File: src/hdl/sleep_power_manager_cfg.svh
// Constants for the sleep and clock-gate manager: offsets, fields, resets, timing.
// Assumes inclusion by its bare name from the design file and the bench.
`ifndef SLEEP_POWER_MANAGER_CFG_SVH
`define SLEEP_POWER_MANAGER_CFG_SVH
// Register byte offsets on the AXI4-Lite bus
`define SPM_OFS_SLEEP_CONTROL 4'h0
`define SPM_OFS_CLOCK_GATE 4'h4
`define SPM_OFS_STATUS 4'h8
`define SPM_OFS_ANALOG_CTRL 4'hC
// Sleep control fields
`define SPM_ARM_BIT 0
`define SPM_MODE_LSB 1
`define SPM_MODE_MSB 3
`define SPM_SLEEP_CONTROL_RST 8'h00
`define SPM_CLOCK_GATE_RST 8'h00
`define SPM_ANALOG_CTRL_RST 8'h00
// Analog control fields
`define SPM_ADC_EN_BIT 0
`define SPM_CMP_EN_BIT 1
`define SPM_CMP_VREF_BIT 2
`define SPM_BOD_SAMPLED_BIT 3
// Wake stall: four CPU cycles
`define SPM_WAKE_STALL_CYCLES 3'h4
// Default oscillator startup time in ns
`define SPM_OSC_STARTUP_NS 1000
`define SPM_CLK_PERIOD_NS 10
`endif

File: src/hdl/sleep_power_manager_pkg.sv
// Types shared by the sleep and clock-gate manager.
// Assumes the cfg header sits on the include path.
package sleep_power_manager_pkg;
  // Low-power mode encodings
  typedef enum logic [2:0] {
    MODE_IDLE = 3'h0,
    MODE_ALL_CLOCKS_OFF = 3'h2,
    MODE_COUNTER_KEPT = 3'h3,
    MODE_OSCILLATORS_KEPT = 3'h6,
    MODE_OSCILLATORS_AND_COUNTER_KEPT = 3'h7
  } low_power_mode_t;
  // Sequencer states, one-hot
  typedef enum logic [3:0] {
    ST_RUN = 4'h1,
    ST_SLEEP = 4'h2,
    ST_OSC_START = 4'h4,
    ST_STALL = 4'h8
  } seq_state_t;
endpackage

File: src/hdl/sleep_power_manager.sv
// Sleep mode sequencer and per-peripheral clock gating behind an AXI4-Lite slave.
// Assumes the CPU pulses haltOpcode, the interrupt controller supplies wake
// sources and does priority ordering, and clock enables feed clock gates.
//
// What this block does
// - Halt opcode enters the selected low-power mode and stops execution until wake.
// - Interrupt wake serves its routine then resumes after the halt opcode.
// - Higher-priority pending interrupts are served first, in priority order.
// - CPU stays stalled exactly four cycles after any wake before executing.
// - Idle stops CPU clock and memory; other clocks run; any interrupt wakes.
// - Power-down stops all clocks; wake on address match, async port, USB resume.
// - Power-save is power-down plus enabled counter; counter interrupt also wakes.
// - Standby is power-down with system clock sources kept running.
// - Extended standby is power-save with system clock sources kept running.
// - Wake from modes stopping the oscillator waits for its startup time.
// - Register file, SRAM and I/O registers are kept through every mode.
// - Reset during sleep restarts from the reset vector.
// - Set clock-gate bit stops that peripheral clock and blocks its register access.
// - Clearing a clock-gate bit resumes the peripheral in its frozen state.
// - Gate bits for absent peripherals have no effect.
// - Enabled ADC stays on in sleep; re-enable forces an extended conversion.
// - Comparator disabled in non-idle sleep; its reference stays unless comparator off.
// - Brownout detector stays enabled in sleep; may be sampled in deep modes.
// - Enabled watchdog keeps running in every low-power mode.
// - Pin input buffers disabled whenever the peripheral clock is stopped.
// - Three-bit mode field: 000,010,011,110,111 valid; others reserved.
// - Halt opcode sleeps only while the arm bit is set.
`timescale 1ns/1ps
`include "sleep_power_manager_cfg.svh"

module sleep_power_manager
  import sleep_power_manager_pkg::*;
#(
  parameter int GATE_W = 8,
  parameter logic [GATE_W-1:0] PRESENT_MASK = 8'hFF,
  parameter int OSC_STARTUP_NS = `SPM_OSC_STARTUP_NS
) (
  // Clock and reset
  input wire logic sys_clk,
  input wire logic nrst,
  // AXI4-Lite slave
  input wire logic [3:0] s_axi_awaddr,
  input wire logic s_axi_awvalid,
  output logic s_axi_awready,
  input wire logic [31:0] s_axi_wdata,
  input wire logic [3:0] s_axi_wstrb,
  input wire logic s_axi_wvalid,
  output logic s_axi_wready,
  output logic [1:0] s_axi_bresp,
  output logic s_axi_bvalid,
  input wire logic s_axi_bready,
  input wire logic [3:0] s_axi_araddr,
  input wire logic s_axi_arvalid,
  output logic s_axi_arready,
  output logic [31:0] s_axi_rdata,
  output logic [1:0] s_axi_rresp,
  output logic s_axi_rvalid,
  input wire logic s_axi_rready,
  // CPU side
  input wire logic haltOpcode,
  output logic cpuStall,
  output logic nvmStop,
  // Wake sources from pins or other domains
  input wire logic anyIrq,
  input wire logic twoWireAddrMatch,
  input wire logic asyncPortIrq,
  input wire logic usbResume,
  input wire logic rtcIrq,
  input wire logic rtcEnabled,
  // Fuse and watchdog levels
  input wire logic brownoutThresholdFuses,
  input wire logic watchdogEnabled,
  // Clock enables
  output logic cpuClkEn,
  output logic peripheralClkEn,
  output logic rtcClkEn,
  output logic sysOscEn,
  output logic rtcOscEn,
  output logic [GATE_W-1:0] periphClkEn,
  // Analog and pin control
  output logic inputBufEn,
  output logic adcEn,
  output logic adcExtendedConv,
  output logic cmpEn,
  output logic vrefEn,
  output logic brownoutEn,
  output logic brownoutSampled,
  output logic watchdogRun
);

  localparam int OSC_CYCLES_I = (OSC_STARTUP_NS + `SPM_CLK_PERIOD_NS - 1) / `SPM_CLK_PERIOD_NS;
  localparam logic [15:0] OSC_CYCLES = 16'(OSC_CYCLES_I < 1 ? 1 : OSC_CYCLES_I);

  // Register state
  logic [7:0] sleepControl_r;
  logic [GATE_W-1:0] clockGate_r;
  logic [7:0] analogCtrl_r;
  seq_state_t state_r;
  logic [2:0] activeMode_r;
  logic [15:0] oscCnt_r;
  logic [2:0] stallCnt_r;
  logic adcWasOff_r;

  // Three-stage synchronisers for the asynchronous wake sources
  logic [4:0] wakeS1_r, wakeS2_r, wakeS3_r, wakeLvl_r;
  logic [4:0] wakeRaw;
  logic [4:0] wakeSync;
  assign wakeRaw = {rtcIrq, usbResume, asyncPortIrq, twoWireAddrMatch, anyIrq};
  always_ff @(posedge sys_clk or negedge nrst) begin
    if (!nrst) begin
      wakeS1_r <= 5'h00;
      wakeS2_r <= 5'h00;
      wakeS3_r <= 5'h00;
      wakeLvl_r <= 5'h00;
    end else begin
      wakeS1_r <= wakeRaw;
      wakeS2_r <= wakeS1_r;
      wakeS3_r <= wakeS2_r;
      // Level moves only while stages two and three agree
      wakeLvl_r <= (wakeS2_r & wakeS3_r) | (wakeLvl_r & (wakeS2_r | wakeS3_r));
    end
  end
  assign wakeSync = wakeLvl_r;

  // Mode decode, reserved codes fall back to idle
  logic [2:0] selMode;
  always_comb begin
    case (sleepControl_r[`SPM_MODE_MSB:`SPM_MODE_LSB])
      MODE_ALL_CLOCKS_OFF, MODE_COUNTER_KEPT, MODE_OSCILLATORS_KEPT,
      MODE_OSCILLATORS_AND_COUNTER_KEPT: selMode = sleepControl_r[`SPM_MODE_MSB:`SPM_MODE_LSB];
      default: selMode = MODE_IDLE;
    endcase
  end

  // Per-mode clock keeps
  logic keepPer, keepRtc, keepSysOsc, keepRtcOsc;
  always_comb begin
    keepPer = 1'b0;
    keepRtc = 1'b0;
    keepSysOsc = 1'b0;
    keepRtcOsc = 1'b0;
    case (activeMode_r)
      MODE_IDLE: begin
        keepPer = 1'b1;
        keepRtc = 1'b1;
        keepSysOsc = 1'b1;
        keepRtcOsc = 1'b1;
      end
      MODE_COUNTER_KEPT: begin
        keepRtc = rtcEnabled;
        keepRtcOsc = rtcEnabled;
      end
      MODE_OSCILLATORS_KEPT: begin
        keepSysOsc = 1'b1;
      end
      MODE_OSCILLATORS_AND_COUNTER_KEPT: begin
        keepRtc = rtcEnabled;
        keepRtcOsc = rtcEnabled;
        keepSysOsc = 1'b1;
      end
      default: begin // all clocks off
        keepPer = 1'b0;
      end
    endcase
  end

  // Wake qualification per mode
  logic wakeOk;
  always_comb begin
    wakeOk = wakeSync[1] | wakeSync[2] | wakeSync[3];
    if (activeMode_r == MODE_IDLE) begin
      wakeOk = wakeOk | wakeSync[0] | wakeSync[4];
    end else if (activeMode_r == MODE_COUNTER_KEPT
                 || activeMode_r == MODE_OSCILLATORS_AND_COUNTER_KEPT) begin
      wakeOk = wakeOk | (wakeSync[4] & rtcEnabled);
    end
  end

  // Sleep sequencer; reset from any state returns to run
  always_ff @(posedge sys_clk or negedge nrst) begin
    if (!nrst) begin
      state_r <= ST_RUN;
      activeMode_r <= 3'h0;
      oscCnt_r <= 16'h0000;
      stallCnt_r <= 3'h0;
    end else begin
      case (state_r)
        ST_RUN: begin
          if (haltOpcode && sleepControl_r[`SPM_ARM_BIT]) begin
            state_r <= ST_SLEEP;
            activeMode_r <= selMode;
          end
        end
        ST_SLEEP: begin
          if (wakeOk) begin
            if (!keepSysOsc) begin
              state_r <= ST_OSC_START;
              oscCnt_r <= OSC_CYCLES;
            end else begin
              state_r <= ST_STALL;
              stallCnt_r <= `SPM_WAKE_STALL_CYCLES;
            end
          end
        end
        ST_OSC_START: begin
          if (oscCnt_r == 16'h0001) begin
            state_r <= ST_STALL;
            stallCnt_r <= `SPM_WAKE_STALL_CYCLES;
          end
          oscCnt_r <= oscCnt_r - 16'h0001;
        end
        ST_STALL: begin
          // Then CPU takes pending irqs in priority order
          if (stallCnt_r == 3'h1) begin
            state_r <= ST_RUN;
            activeMode_r <= MODE_IDLE;
          end
          stallCnt_r <= stallCnt_r - 3'h1;
        end
        default: state_r <= ST_RUN;
      endcase
    end
  end

  // Clock enables and sleep-dependent outputs, all registered
  logic sleeping;
  logic waking;
  logic perStopped;
  assign sleeping = (state_r == ST_SLEEP);
  // Domain clocks stay off until the oscillator has started
  assign waking = sleeping || (state_r == ST_OSC_START);
  assign perStopped = waking && !keepPer;
  always_ff @(posedge sys_clk or negedge nrst) begin
    if (!nrst) begin
      cpuClkEn <= 1'b1;
      cpuStall <= 1'b0;
      nvmStop <= 1'b0;
      peripheralClkEn <= 1'b1;
      rtcClkEn <= 1'b1;
      sysOscEn <= 1'b1;
      rtcOscEn <= 1'b1;
      inputBufEn <= 1'b1;
      cmpEn <= 1'b0;
      vrefEn <= 1'b0;
      brownoutSampled <= 1'b0;
    end else begin
      // Clock gating only stops clocks, state held
      cpuClkEn <= (state_r == ST_RUN) || (state_r == ST_STALL);
      cpuStall <= (state_r != ST_RUN);
      nvmStop <= sleeping || (state_r == ST_OSC_START);
      peripheralClkEn <= !perStopped;
      rtcClkEn <= !waking || keepRtc;
      sysOscEn <= !sleeping || keepSysOsc;
      rtcOscEn <= !sleeping || keepRtcOsc;
      inputBufEn <= !perStopped;
      cmpEn <= analogCtrl_r[`SPM_CMP_EN_BIT]
               && !(waking && activeMode_r != MODE_IDLE);
      vrefEn <= analogCtrl_r[`SPM_CMP_EN_BIT] && analogCtrl_r[`SPM_CMP_VREF_BIT];
      brownoutSampled <= analogCtrl_r[`SPM_BOD_SAMPLED_BIT]
                         && sleeping && activeMode_r != MODE_IDLE;
    end
  end

  // Levels kept in every mode
  always_ff @(posedge sys_clk or negedge nrst) begin
    if (!nrst) begin
      adcEn <= 1'b0;
      adcExtendedConv <= 1'b0;
      adcWasOff_r <= 1'b1;
      brownoutEn <= 1'b0;
      watchdogRun <= 1'b0;
    end else begin
      adcEn <= analogCtrl_r[`SPM_ADC_EN_BIT];
      adcWasOff_r <= !analogCtrl_r[`SPM_ADC_EN_BIT];
      if (!analogCtrl_r[`SPM_ADC_EN_BIT]) begin
        adcExtendedConv <= 1'b1;
      end else if (!adcWasOff_r && adcEn) begin
        adcExtendedConv <= 1'b0;
      end
      brownoutEn <= brownoutThresholdFuses;
      watchdogRun <= watchdogEnabled;
    end
  end

  // Per-peripheral gates; absent ones stay clocked outside deep sleep, state frozen while gated
  always_ff @(posedge sys_clk or negedge nrst) begin
    if (!nrst) begin
      periphClkEn <= {GATE_W{1'b1}};
    end else begin
      periphClkEn <= ~(clockGate_r & PRESENT_MASK) & {GATE_W{!perStopped}};
    end
  end

  // AXI4-Lite write path: address and data in either order
  logic awHeld_r, wHeld_r;
  logic [3:0] awAddr_r;
  logic [31:0] wData_r;
  logic [3:0] wStrb_r;
  logic doWrite;
  assign doWrite = awHeld_r && wHeld_r && !s_axi_bvalid;
  always_ff @(posedge sys_clk or negedge nrst) begin
    if (!nrst) begin
      awHeld_r <= 1'b0;
      wHeld_r <= 1'b0;
      awAddr_r <= 4'h0;
      wData_r <= 32'h00000000;
      wStrb_r <= 4'h0;
      s_axi_awready <= 1'b0;
      s_axi_wready <= 1'b0;
      s_axi_bvalid <= 1'b0;
      s_axi_bresp <= 2'h0;
    end else begin
      s_axi_awready <= !awHeld_r && !s_axi_awready && s_axi_awvalid;
      s_axi_wready <= !wHeld_r && !s_axi_wready && s_axi_wvalid;
      if (s_axi_awvalid && s_axi_awready) begin
        awHeld_r <= 1'b1;
        awAddr_r <= s_axi_awaddr;
      end
      if (s_axi_wvalid && s_axi_wready) begin
        wHeld_r <= 1'b1;
        wData_r <= s_axi_wdata;
        wStrb_r <= s_axi_wstrb;
      end
      if (doWrite) begin
        awHeld_r <= 1'b0;
        wHeld_r <= 1'b0;
        s_axi_bvalid <= 1'b1;
        s_axi_bresp <= (awAddr_r == `SPM_OFS_SLEEP_CONTROL || awAddr_r == `SPM_OFS_CLOCK_GATE
                        || awAddr_r == `SPM_OFS_ANALOG_CTRL || awAddr_r == `SPM_OFS_STATUS)
                       ? 2'h0 : 2'h2;
      end else if (s_axi_bvalid && s_axi_bready) begin
        s_axi_bvalid <= 1'b0;
      end
    end
  end

  // Register writes through byte lane 0
  always_ff @(posedge sys_clk or negedge nrst) begin
    if (!nrst) begin
      sleepControl_r <= `SPM_SLEEP_CONTROL_RST;
      clockGate_r <= `SPM_CLOCK_GATE_RST;
      analogCtrl_r <= `SPM_ANALOG_CTRL_RST;
    end else if (doWrite && wStrb_r[0]) begin
      case (awAddr_r)
        `SPM_OFS_SLEEP_CONTROL: sleepControl_r <= {4'h0, wData_r[3:0]};
        `SPM_OFS_CLOCK_GATE: clockGate_r <= wData_r[GATE_W-1:0];
        `SPM_OFS_ANALOG_CTRL: analogCtrl_r <= {4'h0, wData_r[3:0]};
        default: analogCtrl_r <= analogCtrl_r;
      endcase
    end
  end

  // AXI4-Lite read path
  logic [31:0] rdMux;
  always_comb begin
    case (s_axi_araddr)
      `SPM_OFS_SLEEP_CONTROL: rdMux = {24'h000000, sleepControl_r};
      `SPM_OFS_CLOCK_GATE: rdMux = {{(32-GATE_W){1'b0}}, clockGate_r};
      `SPM_OFS_STATUS: rdMux = {23'h000000, activeMode_r, adcExtendedConv, state_r, cpuStall};
      `SPM_OFS_ANALOG_CTRL: rdMux = {24'h000000, analogCtrl_r};
      default: rdMux = 32'h00000000;
    endcase
  end
  always_ff @(posedge sys_clk or negedge nrst) begin
    if (!nrst) begin
      s_axi_arready <= 1'b0;
      s_axi_rvalid <= 1'b0;
      s_axi_rdata <= 32'h00000000;
      s_axi_rresp <= 2'h0;
    end else begin
      s_axi_arready <= !s_axi_arready && !s_axi_rvalid && s_axi_arvalid;
      if (s_axi_arvalid && s_axi_arready) begin
        s_axi_rvalid <= 1'b1;
        s_axi_rdata <= rdMux;
        s_axi_rresp <= (s_axi_araddr[1:0] == 2'h0) ? 2'h0 : 2'h2;
      end else if (s_axi_rvalid && s_axi_rready) begin
        s_axi_rvalid <= 1'b0;
      end
    end
  end

endmodule

File: config.mk
export PLATFORM = sky130hd
export DESIGN_NAME = sleep_power_manager
export DESIGN_NICKNAME = d
export VERILOG_FILES = /design/src/hdl/sleep_power_manager_pkg.sv /design/src/hdl/sleep_power_manager.sv
export VERILOG_INCLUDE_DIRS = /design/src /design/src/hdl
export SDC_FILE = /design/constraint.sdc
export NUM_CORES = 1
export LEC_CHECK = 0
export ABC_AREA = 1
export BUFFER_PORTS_ARGS = -buffer_cell sky130_fd_sc_hd__clkbuf_2
export CORE_UTILIZATION = 45
export DETAILED_ROUTE_END_ITERATION = 16
export GPL_TIMING_DRIVEN = 0
export HOLD_SLACK_MARGIN = 0.15
export PLACE_DENSITY = 0.72
export SLEW_MARGIN = 10
export SYNTH_ARGS = -nofsm -noshare
export SYNTH_HDL_FRONTEND = slang
export SYNTH_SLANG_ARGS = --single-unit
File: constraint.sdc
create_clock -name sys_clk -period 1.29 [get_ports sys_clk]
set_input_delay 0.387 -clock sys_clk [delete_from_list [all_inputs] [get_ports sys_clk]]
set_output_delay 0.387 -clock sys_clk [all_outputs]
set_load 0.1 [all_outputs]
==> flow_summary.toml, run 1 <==
[outcome]
status = "finished, violations left"
violations = "negative setup slack"

[route]
drc = 0
drt_pass1_iterations = 5
routed_wl_mm = 14.86
wire_per_inst_um = 16.62
vias = 4639
drtIter0Drc = 349
routed_via_density = 5.189
antenna_left = 0

[floorplan]
die_area_mm2 = 0.01156
core_area_mm2 = 0.01084
start_util = 0.4623
rows = 38
die_w_um = 107.5
die_h_um = 107.5
ioPinCount = 124

[finish]
n_antenna_cell = 0
layout.nets = 805
syn_to_final_growth_pct = 61.82
drive_gt1_frac = 0.4138
instances_no_fill = 894
utilization = 0.7480

[pwr]
p_sw_frac = 0.4449
p_int_mw = 11.27
p_comb_frac = 0.485
fin_total_pwr_mw = 20.31
p_sw_mw = 9.033
p_clk_frac = 0.221
power.density_mw_per_mm2 = 2504
power_frac_seq = 0.294
ir_worst_vdd_v = 0.002045
cellLeakagePower_nw = 3.892

[logic_synthesis]
yosys.area.top_type = "dfrtp_1"
yosysWarningCount = 0
synth-edff-count = 0
synth_xor_area_frac = 0.003496
avgSynthCellArea_um2 = 8.997
synthFlopType = "dfrtp_1"
synth.area.top_cells = "dfrtp_1 50%, nand2_1 11%, dfstp_2 7.9%, o21ai_0 6.4%, inv_1 5.1%"
synth-simple-area-share = 0.2172
async_flop_share = 1.000
synth_adder_area_share = 0.01998
synth_top_family_by_area = "simple AND/OR/NAND/NOR gates"
syn_inst = 557
synth_top_area_share = 0.5044
synth_mux_area_frac = 0
synth-compound-area-share = 0.07765
ys_seq_area_frac = 0.5830
synth_area_mm2 = 0.005011
ys_seq_elements = 116
synth.distinct_cells = 32

[setup_path]
crit_path_start_kind = "flop"
endpoint_kind = "output port"
slowest_delay_ns = 0.63
crit_arrival_ns = 1.43
crit_fanout = 2
cp_cell_sequence = "buf_12 -> clkbuf_16"
path_buf_inv = 2
path_class = "reg2out"
cp_top_family = "flip-flops"
crit_slowest_cell = "dfstp_4"
critPathRequiredTime_ns = 0.90

[placement]
portBuffers = 71
dpl.cell_count = 793
gp_congestion = 0.8529
post-place-ws_ns = -0.2888
dp.final_hpwl_mm = 7.619

[grt]
grt_overflow = 0
groute.usage.overall = 0.2626
first_global_vias = 4744
grt_max_degree = 65
grt_first_pass_wirelength_mm = 22.87
antenna_found_initial = 0

[sta]
finalSetupTns_ns = -18.22
finClkSkew_ns = 0.009323
finalSetupViolations = 90
fin_ws_ns = -0.5278
rsz0062_at_grt = "true"
hold_viol = 0
drv_slew = 0
fin_crit_sh = 1.409
fmax_mhz = 550.1
min_period_ns = 1.818

[flow_run]
cap_violations = 0

[cts]
clk_latency_ns = 0.53
cts.sinks = 116
htree_levels = 4
cts_tree = "built"
cts_made_buffers = 17
clk_pin_slew_ns = 0.06
root_buffer = "clkbuf_8"
cts_buffer_depth = 2

[hold_path]
hold_path.class = "in2reg"
cell type report:
type / instances / area [um^2]
flip-flops and latches: 116 / 2948
repair inverters: 1 / 11.26
well taps: 140 / 175.2
fillers: 646 / 2731
repair buffers: 139 / 1705
clock inverters: 12 / 132.6
plain buffers: 31 / 257.7
multi-input cells: 364 / 2167
clock buffers: 20 / 425.4
inverters: 71 / 286.5
power groups by stage:
| stage | combinational, mW | sequential, mW | clock [mW] |
|---|---|---|---|
| after floorplan | 3.23 | 7.51 | 0 |
| after global placement | 6.20 | 5.64 | 0 |
| after detailed placement | 6.38 | 5.68 | 0 |
| after CTS | 8.56 | 5.80 | 4.49 |
| after global routing | 10.5 | 6.09 | 4.71 |
| final | 9.84 | 5.97 | 4.49 |
worst min-delay path, cell delays in order:
cell      delay (ns)
clkbuf_2        0.09
nand3_1         0.17
nand2_2         0.07
cell usage after synthesis, types with 3 or more instances:
cell     count
buf_4       26
dfrtp_1    101
dfstp_2     15
ha_1         4
inv_1       68
maj3_1       5
nand2_1    145
nand2_2      7
nand3_1     38
nand4_1     10
nor2_1      43
nor2_2       3
nor3b_1      3
o21ai_0     64
o22ai_1      5
through the flow:
step	hold slack, ns	cell area [um^2]
5_1_grt	0.1810	8109
3_3_place_gp	0.3362	5715
6_report	0.1898	8109
3_5_place_dp	0.3355	5752
4_1_cts	0.1519	7646
2_1_floorplan	0.09141	5185
final timing paths:
kind                       cells past startpoint               to   startpoint  slack [ns]
max in group asynchronous                      3       state_r[0]         nrst        0.17
max                                            2  peripheralClkEn   inputBufEn       -0.53
max reg2reg                                    8      oscCnt_r[9]   state_r[0]       -0.23
min                                            3         rtcClkEn   rtcEnabled        0.19
min in group asynchronous                      2      wakeS1_r[3]         nrst        0.40
min reg2reg                                    0      wakeS2_r[1]  wakeS1_r[1]        0.35
placed cells by master (no fill, tap or decap), types with 9 or more instances in the layout:
cell / instances
nand4_1: 10
nor2_2: 11
conb_1: 25
inv_1: 56
nand2_2: 18
dfrtp_1: 89
buf_6: 13
dfrtp_2: 9
inv_2: 11
nor2_4: 16
o21ai_0: 26
nor2_1: 21
nand2_1: 120
nand2_4: 13
clkbuf_16: 41
buf_12: 11
buf_4: 54
dfstp_2: 14
nand3_1: 30
clkbuf_2: 32
o21ai_1: 17
o21ai_2: 21
dlygate4sd3_1: 26
timing repair:
item,in CTS,in global routing
hold endpoints to repair,76,0
pin swaps,17,25
hold buffers,26,0
endpoints found under the setup margin,91,110
gates cloned,3,2
resized for setup,197,106
buffers inserted,23,15
cells by family after synthesis:
kind of cell / after synthesis
flops: 116
simple gates: 254
other cells: 1
xor+xnor: 2
buf+inv: 102
compound gates: 73
fa+ha+maj: 9
flip-flops by register name, summed over array words and instances, names as in the netlist, 5 cells and up:
name and count:
wakeS1_r 5, s_axi_rdata 9, periphClkEn 8, clockGate_r 8, oscCnt_r 16, wakeLvl_r 5, wakeS3_r 5, wakeS2_r 5
wData_r 8
layer usage:
metal / vias to the layer above / global-route usage / routed length, um
met5: - / 0 / 0
met4: 0 / 0.1448 / 682
met3: 63 / 0.05690 / 751
met2: 208 / 0.4890 / 8101
met1: 2258 / 0.2709 / 5325
li1: 2110 / - / -
Note: power is estimated with default switching activity, not from simulation.
==> inputs of run 2 (changes only) <==
--- a/config.mk
+++ b/config.mk
@@ -9,6 +9,7 @@
 export ABC_AREA = 1
 export BUFFER_PORTS_ARGS = -buffer_cell sky130_fd_sc_hd__clkbuf_2
 export CORE_UTILIZATION = 45
+export CTS_BUF_LIST = sky130_fd_sc_hd__clkbuf_16
 export DETAILED_ROUTE_END_ITERATION = 16
 export GPL_TIMING_DRIVEN = 0
 export HOLD_SLACK_MARGIN = 0.15
==> run 2 against run 1 <==
  * The flow still finishes with violations (negative setup slack)
  * Worst setup slack better by 0.10 ns
  * Die area unchanged
  * Utilization shrank 0.54 points
  * First-iteration DRC count down 8.0%
  * Flip-flop and latch count unchanged
  * Critical path depth unchanged
  * Clock-buffer cell count decreased by 3
  * Sequential share of layout area up 0.28 points
  * Register-to-register slack got worse by 0.02 ns
  * Cell count shrank 1.9%
  * Combinational power is essentially flat
  * Final area fell by 0.73%
==> flow_summary.toml, run 2 (synthesis gave the netlist of run 1 again) <==
[finish]
largest_reg_flops = 16
mostFrequentLayoutCells = "120 x nand2_1, 88 x dfrtp_1, 59 x inv_1"
final_common_cell = "nand2_1"
final-seq-area_mm2 = 0.002949
fill_cells = 655
reg_top3 = "oscCnt_r (16), s_axi_rdata (9)"
layout.nets = 788
utilization = 0.7426
n_antenna_cell = 0
stdcell_area_mm2 = 0.008050
syn_to_final_growth_pct = 60.65
multi_input_area_mm2 = 0.002246
regMostFlops = "oscCnt_r"
drive_gt1_frac = 0.4342

[placement]
placed_area_mm2 = 0.005752
gp_congestion = 0.8529
portBuffers = 71
post-place-ws_ns = -0.2888
dp.final_hpwl_mm = 7.619

[route]
vias = 4598
routed_via_density = 5.243
antenna_left = 0
drtIter0Drc = 321
drc = 0
routed_wl_mm = 15.23
wire_per_inst_um = 17.36
drt_pass1_iterations = 5

[setup_path]
path_class = "reg2out"
critPathLaunch = "inputBufEn"
critPathRequiredTime_ns = 0.90
crit_arrival_ns = 1.33
crit_path_start_kind = "flop"
endpoint_kind = "output port"
timing.rr.start = "activeMode_r[2]"
crit_fanout = 2

[cts]
cts_buffer_depth = 2
cts.sinks = 116
htree_levels = 4
clk_latency_ns = 0.42
cts_made_buffers = 17
clk_pin_slew_ns = 0.05
cts_tree = "built"
root_buffer = "clkbuf_16"

[floorplan]
die_w_um = 107.5
start_util = 0.4623
ioPinCount = 124
die_area_mm2 = 0.01156
core_area_mm2 = 0.01084
die_h_um = 107.5
rows = 38

[pwr]
ir_worst_vdd_v = 0.002094
fin_total_pwr_mw = 20.68
power.density_mw_per_mm2 = 2569
cellLeakagePower_nw = 3.860

[hold_path]
min_from = "s_axi_awaddr[0]"
hold_path.class = "in2reg"

[grt]
groute.usage.overall = 0.2595
antenna_found_initial = 0
grt_first_pass_wirelength_mm = 22.56
grt_max_degree = 65
grt_overflow = 0
first_global_vias = 4660

[sta]
hold_viol = 0
finClkSkew_ns = 0.008069
fin_ws_ns = -0.4280
fin_crit_sh = 1.332
hold_ws_ns = 0.1721
min_period_ns = 1.718
rsz0062_at_grt = "true"
drv_slew = 0
finalSetupViolations = 91
fmax_mhz = 582.1

[flow_run]
cap_violations = 0

[outcome]
status = "finished, violations left"
violations = "negative setup slack"
[run 2: cell count changes in the layout (fill, tap and decap cells not counted), sizes merged]
cell	change
dlygate4sd3	-16
buf	+1
inv	+3
clkbuf	-5
[run 2: layer usage]
layer,vias up,wire length [um],global-route usage
met5,-,0,0
met1,2244,5434,0.2718
met3,81,706,0.05630
met2,206,8250,0.4744
met4,0,836,0.1517
li1,2067,-,-
[run 2: report_power, final]
group          internal, mW  total [mW]  switching [mW]
Sequential             4.86        6.01            1.15
Clock                  2.82        4.58            1.76
Combinational          3.70        10.1            6.39
[run 2: cell type report]
cell class,count,area share
flip-flops and latches,116,0.3663
multi-input cells,364,0.2790
repair buffers,123,0.1935
clock buffers,17,0.05284
inverters,71,0.03590
plain buffers,30,0.03140
well taps,140,0.02176
clock inverters,15,0.01787
repair inverters,1,0.001399
[run 2: worst paths after layout]
path / end / slack [ns] / depth (start not counted)
setup reg to reg: oscCnt_r[9] / -0.25 / 8
max in group asynchronous: periphClkEn[0] / 0.15 / 3
setup / recovery: peripheralClkEn / -0.43 / 2
min in group asynchronous: wakeLvl_r[3] / 0.47 / 2
hold reg to reg: wakeS2_r[1] / 0.34 / 0
hold / removal: awAddr_r[0] / 0.17 / 3
[run 2: through the flow]
stage | std cells | setup TNS [ns]
4_1_cts | 861 | -12.12
3_3_place_gp | 792 | -202.09
2_1_floorplan | 581 | -3.079
3_5_place_dp | 793 | -11.25
5_1_grt | 877 | -18.77
6_report | 877 | -15.14
[run 2: repair_timing]
item	in CTS	in global routing
gates resized for setup	197	124
setup buffers	23	16
gates cloned	3	2
pin swaps	17	31
hold endpoints to repair	60	0
hold buffers	10	0
endpoints found under the setup margin	91	172
[run 2: critical path, stage by stage, from the launching register on]
cell	delay (ns)
dfstp_4	0.64
buf_12	0.10
clkbuf_16	0.18
==> inputs of run 3 (changes only) <==
--- a/config.mk
+++ b/config.mk
@@ -8,12 +8,12 @@
 export LEC_CHECK = 0
 export ABC_AREA = 1
 export BUFFER_PORTS_ARGS = -buffer_cell sky130_fd_sc_hd__clkbuf_2
-export CORE_UTILIZATION = 45
+export CORE_UTILIZATION = 35
 export CTS_BUF_LIST = sky130_fd_sc_hd__clkbuf_16
 export DETAILED_ROUTE_END_ITERATION = 16
 export GPL_TIMING_DRIVEN = 0
 export HOLD_SLACK_MARGIN = 0.15
-export PLACE_DENSITY = 0.72
+export PLACE_DENSITY = 0.58
 export SLEW_MARGIN = 10
 export SYNTH_ARGS = -nofsm -noshare
 export SYNTH_HDL_FRONTEND = slang
==> run 3 against run 2 <==
  * The flow still finishes with violations (negative setup slack)
  * First-iteration DRC count shrank 37%
  * Utilization decreased by 15 points
  * Combinational power barely moved
  * Register-to-register slack better by 0.06 ns
  * Via count down 5.8%
  * Fmax grew 0.47%
  * Die area rose by 28%
  * Clock skew fell by 0.0030 ns
  * Flip-flop and latch count unchanged
  * Total power increased by 1.7%
  * Critical path type unchanged
  * Critical endpoint unchanged
==> flow_summary.toml, run 3 (synthesis gave the netlist of run 1 again) <==
[grt]
groute.usage.overall = 0.1830
grt_max_degree = 67
grt_first_pass_wirelength_mm = 20.82
first_global_vias = 4352
antenna_found_initial = 0
grt_overflow = 0

[floorplan]
die_h_um = 121.7
core_area_mm2 = 0.01393
start_util = 0.3596
die_area_mm2 = 0.01480
rows = 43
ioPinCount = 124
die_w_um = 121.7

[cts]
cts.sinks = 116
clk_pin_slew_ns = 0.05
cts_buffer_depth = 2
clk_latency_ns = 0.41
htree_levels = 4
root_buffer = "clkbuf_16"
cts_tree = "built"
cts_made_buffers = 17

[setup_path]
path_class = "reg2out"
crit_arrival_ns = 1.32
crit_path_start_kind = "flop"
crit_fanout = 2
endpoint_kind = "output port"
critPathRequiredTime_ns = 0.90

[sta]
hold_viol = 0
min_period_ns = 1.710
drv_slew = 0
finClkSkew_ns = 0.005087
fin_ws_ns = -0.4200
finalSetupViolations = 92
fmax_mhz = 584.8
fin_crit_sh = 1.326
rsz0062_at_grt = "true"

[pwr]
p_sw_mw = 8.803
ir_worst_vdd_v = 0.001944
p_sw_frac = 0.4185
cellLeakagePower_nw = 3.968
power.density_mw_per_mm2 = 2542
p_clk_frac = 0.247
p_comb_frac = 0.470
fin_total_pwr_mw = 21.04
power_frac_seq = 0.283
p_int_mw = 12.23

[placement]
placed_area_mm2 = 0.005802
post-place-ws_ns = -0.3179
portBuffers = 71
gp_congestion = 0.8165
dp.final_hpwl_mm = 7.695

[finish]
layout.nets = 801
largest_reg_flops = 16
syn_to_final_growth_pct = 65.17
regMostFlops = "oscCnt_r"
drive_gt1_frac = 0.4453
n_antenna_cell = 0
fill_cells = 1092
mostFrequentLayoutCells = "110 x nand2_1, 89 x dfrtp_1, 61 x buf_4"
final_common_cell = "nand2_1"
reg_top3 = "oscCnt_r (16), s_axi_rdata (9)"
stdcell_area_mm2 = 0.008277

[route]
drc = 0
routed_wl_mm = 13.00
antenna_left = 0
routed_via_density = 4.659
drtIter0Drc = 203
drt_pass1_iterations = 5
vias = 4333
wire_per_inst_um = 13.98

[hold_path]
hold_path.class = "in2reg"

[outcome]
status = "finished, violations left"
violations = "negative setup slack"

[flow_run]
cap_violations = 0
[run 3: changes by cell type in the layout (fill, tap and decap cells not counted), sizes merged]
cell	previous run	this run
buf	86	94
bufinv	2	5
clkbuf	74	81
clkinv	8	5
clkinvlp	4	1
dlygate4sd3	10	9
inv	73	75
[run 3: worst max-delay path, stage by stage (launching register included)]
cell,delay [ns]
dfstp_4,0.63
buf_12,0.10
clkbuf_16,0.18
[run 3: cell type report]
cell class	count	area, um^2	share of cell area
Timing Repair inverter	1	16.27	0.001965
Tap cell	180	225.2	0.02721
Inverter	71	286.5	0.03462
Clock buffer	18	450.4	0.05442
Multi-Input combinational cell	364	2190	0.2646
Buffer	31	260.3	0.03144
Sequential cell	116	2948	0.3562
Clock inverter	14	206.4	0.02494
Timing Repair Buffer	135	1694	0.2047
[run 3: repair_timing]
action                                  in CTS  in global routing
endpoints found under the setup margin      91                147
setup buffers                               41                 13
pin swaps                                   23                 24
hold buffers                                 9                  0
endpoints found under the hold margin       53                  0
cloned                                       4                  1
resized for setup                          227                 95
[run 3: final timing paths]
kind	from	end	slack (ns)	cells past startpoint
min	s_axi_rready	s_axi_rvalid	0.17	2
min reg2reg	wakeS1_r[1]	wakeS2_r[1]	0.35	0
max	inputBufEn	peripheralClkEn	-0.42	2
max in group asynchronous	nrst	state_r[0]	0.15	3
max reg2reg	state_r[0]	oscCnt_r[2]	-0.19	9
min in group asynchronous	nrst	s_axi_rvalid	0.48	2
[run 3: power by group through the flow]
stage	Sequential (mW)	Clock [mW]	Combinational (mW)
6_report	5.94	5.20	9.89
5_1_grt	6.07	5.43	10.5
3_5_place_dp	5.71	0	6.33
3_3_place_gp	5.67	0	6.21
4_1_cts	5.82	5.29	8.88
2_1_floorplan	7.51	0	3.23
[run 3: through the flow]
step	instances	setup TNS [ns]	utilization	hold slack (ns)
finish	930	-11.52	0.5940	0.1695
global route	930	-15.95	0.5940	0.1824
CTS	917	-10.42	0.5679	0.1500
detailed placement	833	-12.57	0.4164	0.3347
global placement	832	-216.51	0.4138	0.3320
floorplan	581	-3.079	-	0.09141
[run 3: routing by layer]
layer | global-route usage | up-vias | wire length [um]
li1 | - | 2090 | -
met1 | 0.2291 | 2086 | 5655
met2 | 0.2972 | 125 | 6348
met3 | 0.04260 | 32 | 631
met4 | 0.08951 | 0 | 365
met5 | 0 | - | 0
